<file path="src/shared/mem_map_pkg.sv">
package mem_map_pkg;

  // widths
  localparam int unsigned ADDR_W      = 16;
  localparam int unsigned PAGE_W      = 7;
  localparam int unsigned EXT_ADDR_W  = ADDR_W + PAGE_W;
  localparam int unsigned RAM_BLOCKS  = 4;
  localparam int unsigned RAM_IDX_W   = 13;
  localparam int unsigned ROM_IDX_W   = 14;
  localparam int unsigned VEC_NUM_W   = 5;
  localparam int unsigned VEC_PTR_W   = 9;

  // memory-mapped register in data space
  localparam logic [15:0] PAGE_SEL_OFFSET = 16'h001e;
  localparam logic [15:0] PAGE_SEL_RESET  = 16'h0000;

  // processor mode control field positions and reset values
  localparam int unsigned VEC_PTR_LSB    = 7;
  localparam int unsigned MC_FLAG_BIT    = 6;
  localparam int unsigned RAM_OVERLAY_FLAG_FLAG_BIT  = 5;
  localparam int unsigned AVIS_BIT       = 4;
  localparam int unsigned RSVD_BIT       = 3;
  localparam logic [8:0]  VEC_PTR_RESET  = 9'h1ff;
  localparam logic [15:0] MODE_LOW_MASK  = 16'h0037;
  localparam logic [15:0] MODE_LOW_RESET = 16'h0000;

  // address ranges
  localparam logic [15:0] RAM_LO         = 16'h0080;
  localparam logic [15:0] RAM_HI         = 16'h7fff;
  localparam logic [15:0] ROM_LO         = 16'hc000;
  localparam logic [15:0] BOOT_LO        = 16'hf800;
  localparam logic [15:0] BOOT_HI        = 16'hfbff;
  localparam logic [15:0] VEC_TBL_LO     = 16'hff80;
  localparam logic [15:0] HOST_PROT_LO   = 16'h4000;
  localparam logic [15:0] HOST_PROT_HI   = 16'h5fff;
  localparam logic [15:0] RESET_VEC_ADDR = 16'hff80;
  localparam int unsigned VEC_SPACING_SH = 2;
  localparam int unsigned VEC_PAGE_SH    = 7;

  typedef struct packed {
    logic              valid;
    logic              wr;
    logic [15:0]       addr;
    logic [15:0]       wdata;
  } mem_req_t;

  typedef struct packed {
    logic              valid;
    logic              ext;
    logic              rom;
    logic [3:0]        ram;
    logic [13:0]       index;
    logic [22:0]       ext_addr;
  } mem_sel_t;

  typedef struct packed {
    logic              valid;
    logic [4:0]        num;
  } vec_req_t;

  typedef struct packed {
    logic              valid;
    logic [15:0]       pc;
  } vec_out_t;

endpackage : mem_map_pkg

</file>
<file path="src/logic/region_decode.sv">
`timescale 1ns/100ps
module region_decode (
  // request
  input  wire logic [15:0]         i_addr,
  input  wire logic [6:0]          i_page,
  input  wire logic                i_prog_space,
  // mapping state
  input  wire logic                i_ram_overlay_flag,
  input  wire logic                i_rom_en,
  // result
  output mem_map_pkg::mem_sel_t    o_sel
);
  import mem_map_pkg::*;

  logic in_ram;
  logic in_rom;
  logic ram_ok;
  logic rom_ok;

  always_comb begin
    in_ram = (i_addr >= RAM_LO) && (i_addr <= RAM_HI);
    in_rom = (i_addr >= ROM_LO);
    // page 0 of data never reaches program space since RAM_LO excludes it
    ram_ok = in_ram && (!i_prog_space || i_ram_overlay_flag);
    // rom never answers in data space; in program space only page 0 and while enabled
    rom_ok = in_rom && i_prog_space && i_rom_en && (i_page == 7'h00);
    o_sel.valid    = 1'b1;
    o_sel.rom      = rom_ok;
    o_sel.ram      = 4'h0;
    if (ram_ok) begin
      o_sel.ram[i_addr[14:13]] = 1'b1;
    end
    o_sel.ext      = !ram_ok && !rom_ok;
    o_sel.index    = rom_ok ? i_addr[13:0] : {1'b0, i_addr[12:0]};
    o_sel.ext_addr = i_prog_space ? {i_page, i_addr} : {7'h00, i_addr};
  end

endmodule : region_decode

</file>
<file path="src/logic/mem_map_ctrl.sv">
`timescale 1ns/100ps
module mem_map_ctrl #(
  parameter int unsigned PAGE_BITS = 7
) (
  // clock and reset
  input  wire logic                   i_mclk,
  input  wire logic                   i_sys_rst,
  // device pins and options
  input  wire logic                   i_mc_mode_pin,
  input  wire logic                   i_protect_opt,
  // core: soft reset and mode register write port
  input  wire logic                   i_soft_rst,
  input  wire logic                   i_mode_wr,
  input  wire logic [15:0]            i_mode_wdata,
  // core: program fetch and two data ports
  input  wire mem_map_pkg::mem_req_t  i_prog_req,
  input  wire mem_map_pkg::mem_req_t  i_data_rd_req,
  input  wire mem_map_pkg::mem_req_t  i_data_rw_req,
  // core: vector request
  input  wire mem_map_pkg::vec_req_t  i_vec_req,
  // host port and outside instruction access
  input  wire mem_map_pkg::mem_req_t  i_host_req,
  input  wire logic                   i_ext_instr_req,
  // decode results
  output mem_map_pkg::mem_sel_t       o_prog_sel,
  output mem_map_pkg::mem_sel_t       o_data_rd_sel,
  output mem_map_pkg::mem_sel_t       o_data_rw_sel,
  output mem_map_pkg::mem_sel_t       o_host_sel,
  output logic                        o_host_denied,
  output logic                        o_ext_instr_grant,
  output logic                        o_ext_instr_denied,
  // vectors
  output mem_map_pkg::vec_out_t       o_vec,
  // register views
  output logic [15:0]                 o_mode,
  output logic [15:0]                 o_page_sel,
  output logic [15:0]                 o_mmr_rdata,
  output logic                        o_mmr_rvalid
);
  import mem_map_pkg::*;

  if (PAGE_BITS < 1 || PAGE_BITS > PAGE_W) begin : g_bad_page
    $error("PAGE_BITS must lie between 1 and 7");
  end

  // pin synchronisers; not reset so that the pin level reaches the flag during reset
  logic       mc_meta_r;
  logic       mc_sync_r;
  logic       prot_meta_r;
  logic       prot_sync_r;

  always_ff @(posedge i_mclk) begin
    mc_meta_r   <= i_mc_mode_pin;
    mc_sync_r   <= mc_meta_r;
    prot_meta_r <= i_protect_opt;
    prot_sync_r <= prot_meta_r;
  end

  // mode and page registers
  logic [8:0]  vec_ptr_r;
  logic [8:0]  vec_ptr_nxt;
  logic        mc_flag_r;
  logic        mc_flag_nxt;
  logic        ram_overlay_flag_r;
  logic        ram_overlay_flag_nxt;
  logic [4:0]  mode_low_r;
  logic [4:0]  mode_low_nxt;
  logic [6:0]  page_r;
  logic [6:0]  page_nxt;
  logic        page_wr;

  always_comb begin
    vec_ptr_nxt  = vec_ptr_r;
    mc_flag_nxt  = mc_flag_r;
    ram_overlay_flag_nxt     = ram_overlay_flag_r;
    mode_low_nxt = mode_low_r;
    page_nxt     = page_r;
    page_wr      = i_data_rw_req.valid && i_data_rw_req.wr && (i_data_rw_req.addr == PAGE_SEL_OFFSET);
    if (i_sys_rst) begin
      vec_ptr_nxt  = VEC_PTR_RESET;
      mc_flag_nxt  = mc_sync_r;
      ram_overlay_flag_nxt     = 1'b0;
      mode_low_nxt = MODE_LOW_RESET[4:0];
      page_nxt     = PAGE_SEL_RESET[6:0];
    end else begin
      // software reset leaves pointer and mode flag alone
      if (i_mode_wr) begin
        vec_ptr_nxt  = i_mode_wdata[15:VEC_PTR_LSB];
        mc_flag_nxt  = i_mode_wdata[MC_FLAG_BIT];
        ram_overlay_flag_nxt     = i_mode_wdata[RAM_OVERLAY_FLAG_FLAG_BIT];
        mode_low_nxt = i_mode_wdata[4:0] & MODE_LOW_MASK[4:0];
      end
      if (page_wr) begin
        // upper page bits beyond PAGE_BITS are held at zero
        page_nxt = i_data_rw_req.wdata[6:0] & 7'((1 << PAGE_BITS) - 1);
      end
    end
  end

  always_ff @(posedge i_mclk) begin
    vec_ptr_r  <= vec_ptr_nxt;
    mc_flag_r  <= mc_flag_nxt;
    ram_overlay_flag_r     <= ram_overlay_flag_nxt;
    mode_low_r <= mode_low_nxt;
    page_r     <= page_nxt;
  end

  // decoders
  mem_sel_t prog_dec;
  mem_sel_t rd_dec;
  mem_sel_t rw_dec;
  mem_sel_t host_dec;

  region_decode u_prog_dec (
    .i_addr       (i_prog_req.addr),
    .i_page       (page_r),
    .i_prog_space (1'b1),
    .i_ram_overlay_flag       (ram_overlay_flag_r),
    .i_rom_en     (!mc_flag_r),
    .o_sel        (prog_dec)
  );

  region_decode u_rd_dec (
    .i_addr       (i_data_rd_req.addr),
    .i_page       (7'h00),
    .i_prog_space (1'b0),
    .i_ram_overlay_flag       (ram_overlay_flag_r),
    .i_rom_en     (1'b0),
    .o_sel        (rd_dec)
  );

  region_decode u_rw_dec (
    .i_addr       (i_data_rw_req.addr),
    .i_page       (7'h00),
    .i_prog_space (1'b0),
    .i_ram_overlay_flag       (ram_overlay_flag_r),
    .i_rom_en     (1'b0),
    .o_sel        (rw_dec)
  );

  region_decode u_host_dec (
    .i_addr       (i_host_req.addr),
    .i_page       (7'h00),
    .i_prog_space (1'b0),
    .i_ram_overlay_flag       (ram_overlay_flag_r),
    .i_rom_en     (1'b0),
    .o_sel        (host_dec)
  );

  // registered decode results, vectors and access checks
  mem_sel_t    prog_sel_r;
  mem_sel_t    prog_sel_nxt;
  mem_sel_t    rd_sel_r;
  mem_sel_t    rd_sel_nxt;
  mem_sel_t    rw_sel_r;
  mem_sel_t    rw_sel_nxt;
  mem_sel_t    host_sel_r;
  mem_sel_t    host_sel_nxt;
  logic        host_denied_r;
  logic        host_denied_nxt;
  logic        xi_grant_r;
  logic        xi_grant_nxt;
  logic        xi_denied_r;
  logic        xi_denied_nxt;
  vec_out_t    vec_r;
  vec_out_t    vec_nxt;
  logic        boot_pend_r;
  logic        boot_pend_nxt;
  logic [15:0] mmr_rdata_r;
  logic [15:0] mmr_rdata_nxt;
  logic        mmr_rvalid_r;
  logic        mmr_rvalid_nxt;
  logic        host_in_window;

  always_comb begin
    prog_sel_nxt       = prog_dec;
    prog_sel_nxt.valid = i_prog_req.valid;
    rd_sel_nxt         = rd_dec;
    rd_sel_nxt.valid   = i_data_rd_req.valid;
    rw_sel_nxt         = rw_dec;
    rw_sel_nxt.valid   = i_data_rw_req.valid;
    host_in_window     = (i_host_req.addr >= HOST_PROT_LO) && (i_host_req.addr <= HOST_PROT_HI);
    host_denied_nxt    = i_host_req.valid && !i_host_req.wr && prot_sync_r && !host_in_window;
    host_sel_nxt       = host_dec;
    host_sel_nxt.valid = i_host_req.valid && !host_denied_nxt;
    xi_grant_nxt       = i_ext_instr_req && !prot_sync_r;
    xi_denied_nxt      = i_ext_instr_req && prot_sync_r;
    mmr_rvalid_nxt     = i_data_rd_req.valid && !i_data_rd_req.wr && (i_data_rd_req.addr == PAGE_SEL_OFFSET);
    mmr_rdata_nxt      = mmr_rvalid_nxt ? {9'h000, page_r} : 16'h0000;
    boot_pend_nxt      = 1'b0;
    vec_nxt.valid      = 1'b0;
    vec_nxt.pc         = vec_r.pc;
    if (i_sys_rst) begin
      boot_pend_nxt = 1'b1;
      vec_nxt.pc    = RESET_VEC_ADDR;
    end else if (boot_pend_r) begin
      // first fetch after hardware reset: fixed address, rom if mode pin was low
      vec_nxt.valid = 1'b1;
      vec_nxt.pc    = RESET_VEC_ADDR;
    end else if (i_soft_rst) begin
      // software reset vectors through the current pointer page
      vec_nxt.valid = 1'b1;
      vec_nxt.pc    = 16'(vec_ptr_r) << VEC_PAGE_SH;
    end else if (i_vec_req.valid) begin
      vec_nxt.valid = 1'b1;
      vec_nxt.pc    = (16'(vec_ptr_r) << VEC_PAGE_SH)
                    | (16'(i_vec_req.num) << VEC_SPACING_SH);
    end
    if (i_sys_rst) begin
      prog_sel_nxt.valid = 1'b0;
      rd_sel_nxt.valid   = 1'b0;
      rw_sel_nxt.valid   = 1'b0;
      host_sel_nxt.valid = 1'b0;
      host_denied_nxt    = 1'b0;
      xi_grant_nxt       = 1'b0;
      xi_denied_nxt      = 1'b0;
      mmr_rvalid_nxt     = 1'b0;
      mmr_rdata_nxt      = 16'h0000;
    end
  end

  always_ff @(posedge i_mclk) begin
    prog_sel_r    <= prog_sel_nxt;
    rd_sel_r      <= rd_sel_nxt;
    rw_sel_r      <= rw_sel_nxt;
    host_sel_r    <= host_sel_nxt;
    host_denied_r <= host_denied_nxt;
    xi_grant_r    <= xi_grant_nxt;
    xi_denied_r   <= xi_denied_nxt;
    vec_r         <= vec_nxt;
    boot_pend_r   <= boot_pend_nxt;
    mmr_rdata_r   <= mmr_rdata_nxt;
    mmr_rvalid_r  <= mmr_rvalid_nxt;
  end

  assign o_prog_sel         = prog_sel_r;
  assign o_data_rd_sel      = rd_sel_r;
  assign o_data_rw_sel      = rw_sel_r;
  assign o_host_sel         = host_sel_r;
  assign o_host_denied      = host_denied_r;
  assign o_ext_instr_grant  = xi_grant_r;
  assign o_ext_instr_denied = xi_denied_r;
  assign o_vec              = vec_r;
  assign o_mode             = {vec_ptr_r, mc_flag_r, ram_overlay_flag_r, mode_low_r};
  assign o_page_sel         = {9'h000, page_r};
  assign o_mmr_rdata        = mmr_rdata_r;
  assign o_mmr_rvalid       = mmr_rvalid_r;

endmodule : mem_map_ctrl

</file>
<file path="config.mk">
export PLATFORM = sky130hd
export DESIGN_NAME = mem_map_ctrl
export DESIGN_NICKNAME = d
export VERILOG_FILES = /design/src/shared/mem_map_pkg.sv /design/src/logic/region_decode.sv /design/src/logic/mem_map_ctrl.sv
export SDC_FILE = /design/constraint.sdc
export NUM_CORES = 1
export LEC_CHECK = 0
export BUFFER_PORTS_ARGS = -buffer_cell sky130_fd_sc_hd__buf_2
export CORE_AREA = 3 3 160 162
export CTS_BUF_LIST = sky130_fd_sc_hd__clkbuf_8
export CTS_CLUSTER_SIZE = 28
export DETAILED_ROUTE_END_ITERATION = 6
export DIE_AREA = 0 0 163 165
export REMOVE_ABC_BUFFERS = 1
export SYNTH_ARGS = -nofsm -noshare
export SYNTH_HDL_FRONTEND = slang
export SYNTH_SLANG_ARGS = --single-unit
</file>
<file path="constraint.sdc">
create_clock -name i_mclk -period 2.9 [get_ports i_mclk]
set_input_delay 0 -clock i_mclk [delete_from_list [all_inputs] [get_ports i_mclk]]
set_output_delay 0 -clock i_mclk [all_outputs]
set_load 0.005 [all_outputs]
</file>
==> results of run 1 <==
worst max-delay path: stages:
cell                            delay, ps
sky130_fd_sc_hd__dlygate4sd3_1        530
sky130_fd_sc_hd__buf_2                140
sky130_fd_sc_hd__or3_1                410
sky130_fd_sc_hd__or4_4                450
sky130_fd_sc_hd__nor4_4               500
sky130_fd_sc_hd__and2_1               190
path summary, 6_finish.rpt:
path	start	endpoint	depth (start not counted)
max reg2reg	o_vec[4]	o_vec[4]	4
min	i_mode_wr	mode_low_r[0]	3
max	i_data_rd_req[29]	o_mmr_rdata[0]	6
min reg2reg	mc_meta_r	mc_sync_r	0
layout by cell type (no fill, tap or decap), drive strengths merged, types with 2 or more instances in the layout:
cell,n
nor2b,12
or4,4
inv,5
nand3,11
clkbuf,19
and2,8
nor4,6
bufinv,2
nand2,20
nor3,2
or3,4
a211o,9
mux2i,17
buf,304
diode,2
nor2,22
nor3b,10
clkinv,5
and3b,4
dfxtp,149
nand2b,16
conb,48
dlygate4sd3,114
or2,3
cells by family after synthesis:
family                 synth area share (%)
buffers and inverters                 17.39
multiplexers                          3.702
AO/OA/AOI/OAI                         2.119
other                               0.07652
AND/OR/NAND/NOR                       15.24
flip-flops                            61.48
through the flow:
step / cells / area (sq um) / utilization (%) / total power [uW] / worst slack [ps]
after CTS: 1130 / 7706 / 31.78 / 4403 / 1076
after global routing: 1130 / 7706 / 31.78 / 4545 / 999.5
after detailed placement: 984 / 6157 / 25.39 / 2579 / 1143
final: 1132 / 7711 / 31.80 / 4311 / 1048
after floorplan: 356 / 4225 / - / 2333 / 1536
after global placement: 984 / 6157 / 25.39 / 2574 / 1137
flip-flops by register name, indices dropped and copies added, names as in the netlist, 4 cells and up:
name,flops
o_mmr_rdata,7
o_data_rd_sel,22
o_vec,15
o_data_rw_sel,22
o_prog_sel,31
mode_low_r,4
page_r,7
o_host_sel,22
vec_ptr_r,9
final cells by class:
type | count | area share [%]
clock buffers | 19 | 3.391
flip-flops and latches | 150 | 39.07
clock inverters | 13 | 1.898
well taps | 324 | 5.257
diodes | 2 | 0.06490
repair buffers | 418 | 34.59
multi-input cells | 206 | 15.72
power by group through the flow:
stage	Clock [uW]	Combinational [uW]	Sequential, uW
5_1_grt	1840	507	2200
3_3_place_gp	0	338	2240
2_1_floorplan	0	80.1	2250
4_1_cts	1750	461	2190
3_5_place_dp	0	341	2240
6_report	1660	460	2190
synthesized netlist by cell type, drive strengths merged:
library cell	n	share of area, %
conb	1	0.077
nand3	11	1.1
or3	4	0.54
nor2	22	1.7
nor4bb	1	0.20
nor4b	1	0.18
nand2	20	1.5
nor4	6	1.1
clkbuf	8	0.61
nor3	2	0.20
a31o	1	0.18
a2111oi	1	0.18
nand2b	16	2.0
nand4b	1	0.18
or2	3	0.38
nand4bb	1	0.23
and2	8	1.0
nor2b	12	1.5
mux2	1	0.23
a211o	9	1.6
nand3b	1	0.15
nor3b	10	1.5
mux2i	17	3.5
and4b	1	0.20
dfxtp	149	61
and3b	4	0.74
edfxtp	1	0.61
a21boi	1	0.15
buf	110	17
or4	4	0.69
metal layers:
layer / routed length (um) / vias to the layer above / part of all wire [%]
li1: - / 1977 / -
met1: 5826 / 1822 / 38
met2: 7721 / 225 / 51
met3: 1206 / 28 / 7.9
met4: 455 / 0 / 3.0
met5: 0 / - / 0
==> flow_metrics.env, run 1 <==
export IMPL_count_of_fill_cells_added_during_filler_insertion=2479
export IMPL_final_hold_viol_count=0
export IMPL_syn_inst=427
export IMPL_power_internal_uw=3244
export IMPL_netlist_area_before_placement_sq_um=4901
export IMPL_io_pin_count=410
export IMPL_post_synth_cell_area_avg_sq_um=11.48
export IMPL_worstMarginPinSlew_ps=649.1
export IMPL_tritoncts_buffers=17
export IMPL_grt_start_max_net_pins=25
export IMPL_antenna_found_initial=1
export IMPL_crit_path_start_kind="input pin"
export IMPL_detail_route_drc_violations=0
export IMPL_crit_arrival_ps=2220
export IMPL_finalHoldWorstSlack_ps=124.2
export IMPL_critical_path_max_fanout=8
export IMPL_wl_per_cell_um=13.44
export IMPL_clock_transition_at_the_registers_of_the_reported_paths_ps=90
export IMPL_comb_power_share_pct=10.7
export IMPL_totalNegativeSetupSlack_ps=0
export IMPL_fin_nets=958
export IMPL_p_per_area_nw_per_um2=559.0
export IMPL_post_route_cells_drive_above_1_share_pct=42.68
export IMPL_grt_pass1_wl_um=21940
export IMPL_cts_sink_count=150
export IMPL_max_clock_path_buffers=2
export IMPL_tritoncts="yes"
export IMPL_setup_worst_path_end_class="register"
export IMPL_dr_first_iter_drc_count=133
export IMPL_timing_max_transition_violations_final=0
export IMPL_rsz0062_at_grt="no"
export IMPL_synth_seq_area_share_pct=61.48
export IMPL_p_switching_uw=1066
export IMPL_timing_slew_headroom_pct=56.73
export IMPL_global_route_usage_met1_pct=10.97
export IMPL_starting_density_of_the_core_pct=20.21
export IMPL_ys_warn_count=0
export IMPL_skew_pair_late_insertion_delay_ps=430
export IMPL_clock_skew_ps=11.14
export IMPL_multi_input_area_sq_um=1212
export IMPL_drt_antenna_violating_nets=0
export IMPL_synth_to_layout_area_growth_pct=57.34
export IMPL_fmaxAchievable_mhz=539.9
export IMPL_cts_resized=0
export IMPL_core_rowCount=57
export IMPL_gp_congestion=0.7363
export IMPL_ctsRootBufferMaster="sky130_fd_sc_hd__clkbuf_8"
export IMPL_die_outline_area_sq_um=26900
export IMPL_power_frac_clock_pct=38.5
export IMPL_setup_failing_eps_final=0
export IMPL_firstDrtPassIters=4
export IMPL_p_leak_uw=0.003808
export IMPL_overflow=0
export IMPL_yosys_register_bits=150
export IMPL_die_x_um=163
export IMPL_met3_usage_pct=3.461
export IMPL_class_of_the_tightest_hold_or_removal_check="input pin to register"
export IMPL_final_seq_area_sq_um=3013
export IMPL_drt_wl_total_um=15210
export IMPL_worst_setup_path_type="input pin to register"
export IMPL_net_switching_share_of_the_total_power_pct=24.74
export IMPL_worstPathRequired_ps=3270
export IMPL_yosys_cell_types_count=35
export IMPL_die_y_um=165
export IMPL_via_per_instance_ratio=3.580
export IMPL_hpwl_um=10980
export IMPL_route_vias_total=4052
export IMPL_ir_drop_mv=0.2636
export IMPL_timing_reg2reg_setup_slack_ps=1180
export IMPL_grt_usage_pct=10.82
export IMPL_place_port_buffers=302
export IMPL_finalCriticalPeriod_ps=1852
export IMPL_post_cts_buffers=0
export IMPL_cts_hold_fix_buffers=114
export IMPL_outcome="finished, final reports clean"
export IMPL_top_usage_layer="met2"
export IMPL_grt_pass1_vias=4024
export IMPL_core_area_sq_um=24250
export IMPL_use_met2_pct=19.95
export IMPL_cts_htree_levels=4
export IMPL_seq_power_share_pct=50.8
export IMPL_timing_max_cap_violations=0
export IMPL_post_route_period_util_pct=63.86
Note: power is estimated with default switching activity, not from simulation.
==> inputs of run 2 (changes only) <==
- CORE_AREA: 3 3 160 162 -> 3 3 158 160
- DIE_AREA: 0 0 163 165 -> 0 0 161 163
- clock period: 2.9 -> 1.8 ns (I/O delays scaled with it)
==> run 2 against run 1 <==
Net effect: core utilization up 1.0 points; clock-buffer cell count down 2; design area up 0.19%; sequential power up 61%; critical path depth down 2; clock power up 63%; power up 62%; flip-flop and latch count unchanged; wire length down 0.78%; sequential share of layout area down 0.076 points; final cell count down 0.44%; critical path type is now register to register; largest power group unchanged.
==> flow_metrics.env, run 2 (synthesized netlist as in run 1, its figures left out) <==
export IMPL_outcome="finished, final reports clean"
export IMPL_totalNegativeSetupSlack_ps=0
export IMPL_crit_arrival_ps=2050
export IMPL_hpwl_um=10730
export IMPL_rsz0062_at_grt="no"
export IMPL_route_vias_total=4072
export IMPL_postLayoutCellArea_sq_um=7726
export IMPL_post_cts_buffers=0
export IMPL_placed_area_sq_um=6193
export IMPL_drt_wl_total_um=15090
export IMPL_ir_drop_mv=0.4492
export IMPL_setup_worst_path_end_class="register"
export IMPL_overflow=0
export IMPL_wl_per_cell_um=13.39
export IMPL_core_rowCount=56
export IMPL_worst_setup_path_type="register to register"
export IMPL_final_hold_viol_count=0
export IMPL_tritoncts_buffers=17
export IMPL_worst_setup_path_startpoint="o_vec[2]"
export IMPL_critical_path_max_fanout=2
export IMPL_largest_reg_flops=31
export IMPL_cp_slowest_stage_delay_ps=570
export IMPL_worstPathRequired_ps=2140
export IMPL_rr_startpoint="o_vec[2]"
export IMPL_grt_pass1_wl_um=22800
export IMPL_layout_setup_ws_ps=82.12
export IMPL_seq_power_share_pct=50.6
export IMPL_regToRegEndpoint="o_vec[2]"
export IMPL_firstDrtPassIters=4
export IMPL_path_depth=4
export IMPL_worstMarginPinSlew_ps=573.3
export IMPL_net_switching_share_of_the_total_power_pct=27.05
export IMPL_grt_pass1_vias=4123
export IMPL_die_x_um=161
export IMPL_starting_density_of_the_core_pct=20.82
export IMPL_fin_nets=960
export IMPL_io_pin_count=410
export IMPL_antenna_found_initial=1
export IMPL_p_per_area_nw_per_um2=902.3
export IMPL_grt_start_max_net_pins=25
export IMPL_cts_sink_count=150
export IMPL_crit_path_start_kind="register"
export IMPL_fmaxAchievable_mhz=582.1
export IMPL_ctsRootBufferMaster="sky130_fd_sc_hd__clkbuf_8"
export IMPL_cts_resized=0
export IMPL_mostFrequentLayoutCell="sky130_fd_sc_hd__buf_2"
export IMPL_post_route_util_pct=32.82
export IMPL_setup_failing_eps_final=0
export IMPL_place_port_buffers=302
export IMPL_clock_skew_ps=15.43
export IMPL_max_clock_path_buffers=2
export IMPL_clock_transition_at_the_registers_of_the_reported_paths_ps=100
export IMPL_post_route_cells_drive_above_1_share_pct=43.19
export IMPL_critical_path_top_delay_family="buffers and inverters"
export IMPL_timing_reg2reg_worst_path_depth=4
export IMPL_crit_path_cell_trace="mux2i_1 -> dlygate4sd3_1 -> nor2_1 -> dlygate4sd3_1"
export IMPL_finalCriticalPeriod_ps=1718
export IMPL_dr_first_iter_drc_count=157
export IMPL_drt_antenna_violating_nets=0
export IMPL_cp_endpoint="o_vec[2]"
export IMPL_cts_htree_levels=4
export IMPL_tritoncts="yes"
export IMPL_detail_route_drc_violations=0
export IMPL_timing_max_transition_violations_final=0
export IMPL_die_y_um=163
export IMPL_timing_max_cap_violations=0
export IMPL_post_route_period_util_pct=95.44
export IMPL_synth_to_layout_area_growth_pct=57.65
export IMPL_p_switching_uw=1886
export IMPL_skew_pair_late_insertion_delay_ps=440
export IMPL_crit_slowest_cell="sky130_fd_sc_hd__dlygate4sd3_1"
export IMPL_mostFrequentLayoutCells="sky130_fd_sc_hd__buf_2, sky130_fd_sc_hd__dfxtp_1, sky130_fd_sc_hd__dlygate4sd3_1, sky130_fd_sc_hd__conb_1, sky130_fd_sc_hd__nor2_1"
export IMPL_grt_usage_pct=11.30
export IMPL_comb_power_share_pct=10.6
export IMPL_power_frac_clock_pct=38.8
export IMPL_class_of_the_tightest_hold_or_removal_check="input pin to register"
export IMPL_power_internal_uw=5085
export IMPL_path_common_cell="sky130_fd_sc_hd__dlygate4sd3_1"
export IMPL_insertedDiodeCount=0
export IMPL_worstPathBufferInverterCount=2
export IMPL_preCtsSetupSlack_ps=111.6
export IMPL_timing_reg2reg_setup_slack_ps=80
export IMPL_core_area_sq_um=23540
export IMPL_timing_slew_headroom_pct=61.64
export IMPL_p_leak_uw=0.003816
export IMPL_via_per_instance_ratio=3.613
export IMPL_die_outline_area_sq_um=26240
export IMPL_gp_congestion=0.7378
[run 2: through the flow]
step | cells | hold slack (ps) | power, uW
after floorplan | 356 | 27.72 | 3759
after global placement | 983 | 102.9 | 4154
after detailed placement | 983 | 104.2 | 4159
after CTS | 1127 | 4.187 | 7113
after global routing | 1127 | 17.29 | 7364
final | 1127 | 47.15 | 6972
[run 2: area by class of cell]
class	instances	area (sq um)
Fill cell	2369	15820
Sequential cell	150	3013
Timing Repair Buffer	420	2690
Multi-Input combinational cell	206	1212
Tap cell	319	399.1
Clock buffer	17	234.0
Clock inverter	15	177.7
[run 2: power by group through the flow]
stage	Sequential [uW]	Combinational, uW	Clock (uW)
floorplan	3630	129	0
global placement	3600	552	0
detailed placement	3600	556	0
CTS	3530	743	2840
global route	3550	814	3000
finish	3530	740	2700
[run 2: how the worst min path moves through the flow]
stage	endpoint	slack [ps]	cells past startpoint	start
floorplan	boot_pend_r	30	0	i_sys_rst
global placement	o_host_sel[4]	100	1	i_host_req[20]
detailed placement	o_host_sel[4]	100	1	i_host_req[20]
CTS	o_mmr_rdata[6]	4	5	i_data_rd_req[32]
global route	o_mmr_rdata[6]	20	5	i_data_rd_req[32]
finish	o_mmr_rdata[6]	50	5	i_data_rd_req[32]
[run 2: per-layer routing]
layer,share of wire [%],up-vias,track usage (%)
met5,0.046,-,0
met3,7.5,22,3.433
li1,-,1978,-
met1,38,1849,11.66
met2,52,221,21.16
met4,2.1,2,4.849
[run 2: repair_timing]
item                                   CTS  global route
hold buffers                           112             0
setup endpoints to repair                0             4
endpoints found under the hold margin  135             0
[run 2: worst register-to-register path, cell delays in order (launching register included)]
cell and delay (ps):
sky130_fd_sc_hd__dfxtp_1 330, sky130_fd_sc_hd__mux2i_1 130, sky130_fd_sc_hd__dlygate4sd3_1 570, sky130_fd_sc_hd__nor2_1 40
sky130_fd_sc_hd__dlygate4sd3_1 550
==> inputs of run 3 (changes only) <==
- SYNTH_HIERARCHICAL: unset -> 1
==> run 3 against run 2 <==
Net effect: sequential power rose by 52%; flip-flop and latch count rose by 79; clock power rose by 57%; critical path type unchanged.
==> flow_metrics.env, run 3 <==
export IMPL_overflow=0
export IMPL_class_of_the_tightest_hold_or_removal_check="input pin to register"
export IMPL_totalNegativeSetupSlack_ps=0
export IMPL_firstDrtPassIters=4
export IMPL_mostFrequentLayoutCells="sky130_fd_sc_hd__buf_2, sky130_fd_sc_hd__dfxtp_1, sky130_fd_sc_hd__dlygate4sd3_1, sky130_fd_sc_hd__conb_1, sky130_fd_sc_hd__clkbuf_8"
export IMPL_ys_warn_count=6
export IMPL_starting_density_of_the_core_pct=30.44
export IMPL_grt_pass1_vias=5399
export IMPL_count_of_fill_cells_added_during_filler_insertion=2257
export IMPL_hold_path_cell_count=3
export IMPL_cp_slowest_stage_delay_ps=580
export IMPL_grt_pass1_wl_um=28410
export IMPL_timing_reg2reg_worst_path_depth=4
export IMPL_p_leak_uw=0.005148
export IMPL_timing_reg2reg_setup_slack_ps=90
export IMPL_timing_slew_headroom_pct=57.19
export IMPL_core_rowCount=56
export IMPL_post_route_util_pct=44.13
export IMPL_post_route_cells_drive_above_1_share_pct=39.04
export IMPL_tritoncts_buffers=38
export IMPL_antenna_found_initial=0
export IMPL_tritoncts="yes"
export IMPL_dr_first_iter_drc_count=188
export IMPL_netlist_area_before_placement_sq_um=7167
export IMPL_crit_slowest_cell="sky130_fd_sc_hd__dlygate4sd3_1"
export IMPL_fin_nets=1202
export IMPL_syn_inst=595
export IMPL_clock_skew_ps=6.598
export IMPL_critical_path_max_fanout=2
export IMPL_core_area_sq_um=23540
export IMPL_p_per_area_nw_per_um2=1008
export IMPL_timing_max_transition_violations_final=0
export IMPL_path_common_cell="sky130_fd_sc_hd__dlygate4sd3_1"
export IMPL_die_y_um=163
export IMPL_detail_route_drc_violations=0
export IMPL_placed_area_sq_um=8543
export IMPL_hold_path_startpoint="i_mode_wr"
export IMPL_drt_antenna_violating_nets=0
export IMPL_rr_startpoint="o_vec[2]"
export IMPL_crit_path_cell_trace="mux2i_1 -> dlygate4sd3_1 -> nor2_1 -> dlygate4sd3_1"
export IMPL_grt_start_max_net_pins=25
export IMPL_place_port_buffers=329
export IMPL_crit_arrival_ps=2090
export IMPL_postLayoutCellArea_sq_um=10390
export IMPL_cts_sink_count=229
export IMPL_finalCriticalPeriod_ps=1707
export IMPL_insertedDiodeCount=0
export IMPL_setup_worst_path_end_class="register"
export IMPL_cts_htree_levels=2
export IMPL_post_cts_buffers=0
export IMPL_timing_max_cap_violations=0
export IMPL_outcome="finished, final reports clean"
export IMPL_worstPathRequired_ps=2190
export IMPL_worstMarginPinSlew_ps=639.8
export IMPL_critical_path_top_delay_family="buffers and inverters"
export IMPL_mostFrequentLayoutCell="sky130_fd_sc_hd__buf_2"
export IMPL_setup_failing_eps_final=0
export IMPL_preCtsSetupSlack_ps=417.0
export IMPL_hold_end="vec_ptr_r[3]"
export IMPL_gp_congestion=0.7204
export IMPL_die_x_um=161
export IMPL_final_hold_viol_count=0
export IMPL_clock_transition_at_the_registers_of_the_reported_paths_ps=60
export IMPL_crit_path_start_kind="register"
export IMPL_ctsRootBufferMaster="sky130_fd_sc_hd__clkbuf_8"
export IMPL_post_synth_cell_area_avg_sq_um=12.05
export IMPL_fmaxAchievable_mhz=585.9
export IMPL_worst_setup_path_type="register to register"
export IMPL_grt_usage_pct=13.59
export IMPL_skew_pair_late_insertion_delay_ps=500
export IMPL_ir_drop_mv=0.5359
export IMPL_worstPathBufferInverterCount=2
export IMPL_post_route_period_util_pct=94.82
export IMPL_hpwl_um=13030
export IMPL_via_per_instance_ratio=3.725
export IMPL_route_vias_total=5130
export IMPL_die_outline_area_sq_um=26240
export IMPL_layout_setup_ws_ps=93.20
export IMPL_wl_per_cell_um=13.46
export IMPL_io_pin_count=410
export IMPL_synth_to_layout_area_growth_pct=44.95
export IMPL_drt_wl_total_um=18530
export IMPL_regToRegEndpoint="o_vec[2]"
export IMPL_rsz0062_at_grt="no"
export IMPL_max_clock_path_buffers=3
-- run 3: per-stage QoR --
step / hold slack, ps / power [uW] / std cells
global placement: 104.6 / 6148 / 1202
finish: 55.77 / 10470 / 1377
detailed placement: 105.0 / 6157 / 1202
floorplan: 27.72 / 5684 / 548
global route: 47.09 / 11000 / 1377
CTS: 21.08 / 10630 / 1377
-- run 3: how the worst max path moves through the flow --
stage,slack [ps],startpoint,depth (start not counted),end
floorplan,630,i_data_rw_req[26],3,page_r[0]
global placement,450,i_data_rw_req[26],5,page_r[5]
detailed placement,420,i_data_rw_req[23],6,page_r[6]
CTS,130,o_vec[5],4,o_vec[5]
global route,20,o_vec[3],4,o_vec[3]
finish,90,o_vec[2],4,o_vec[2]
-- run 3: cell type report --
type	count	area [sq um]	area share [%]
clock buffer	44	605.6	5.829
clock inverter	17	98.84	0.9515
inverter	5	18.77	0.1807
multi-input combinational	314	1839	17.70
sequential	229	4594	44.23
tap	319	399.1	3.842
timing repair buffer	449	2833	27.27
-- run 3: power breakdown --
group	internal, uW	switching (uW)	leakage, uW
clock	2350	1880	0.000405
sequential	5310	64.6	0.00191
combinational	486	383	0.00283
total	8140	2330	0.00515
-- run 3: worst min-delay path, cell delays in order --
cell	delay, ps
sky130_fd_sc_hd__buf_2	260
sky130_fd_sc_hd__nor2b_1	170
sky130_fd_sc_hd__a211o_1	90
-- run 3: timing repair --
action                                  CTS  global route
gates resized for setup                   0             0
endpoints found under the setup margin    0             0
hold buffers                            114             0
endpoints found under the hold margin   186             0
-- run 3: per-layer routing --
layer | part of all wire (%) | GRT usage (%) | vias to the layer above | routed length (um)
li1 | - | - | 2584 | -
met1 | 38 | 14.45 | 2253 | 7112
met2 | 49 | 24.82 | 267 | 9156
met3 | 10 | 5.163 | 26 | 1860
met4 | 2.2 | 4.419 | 0 | 403
met5 | 0 | 0 | - | 0
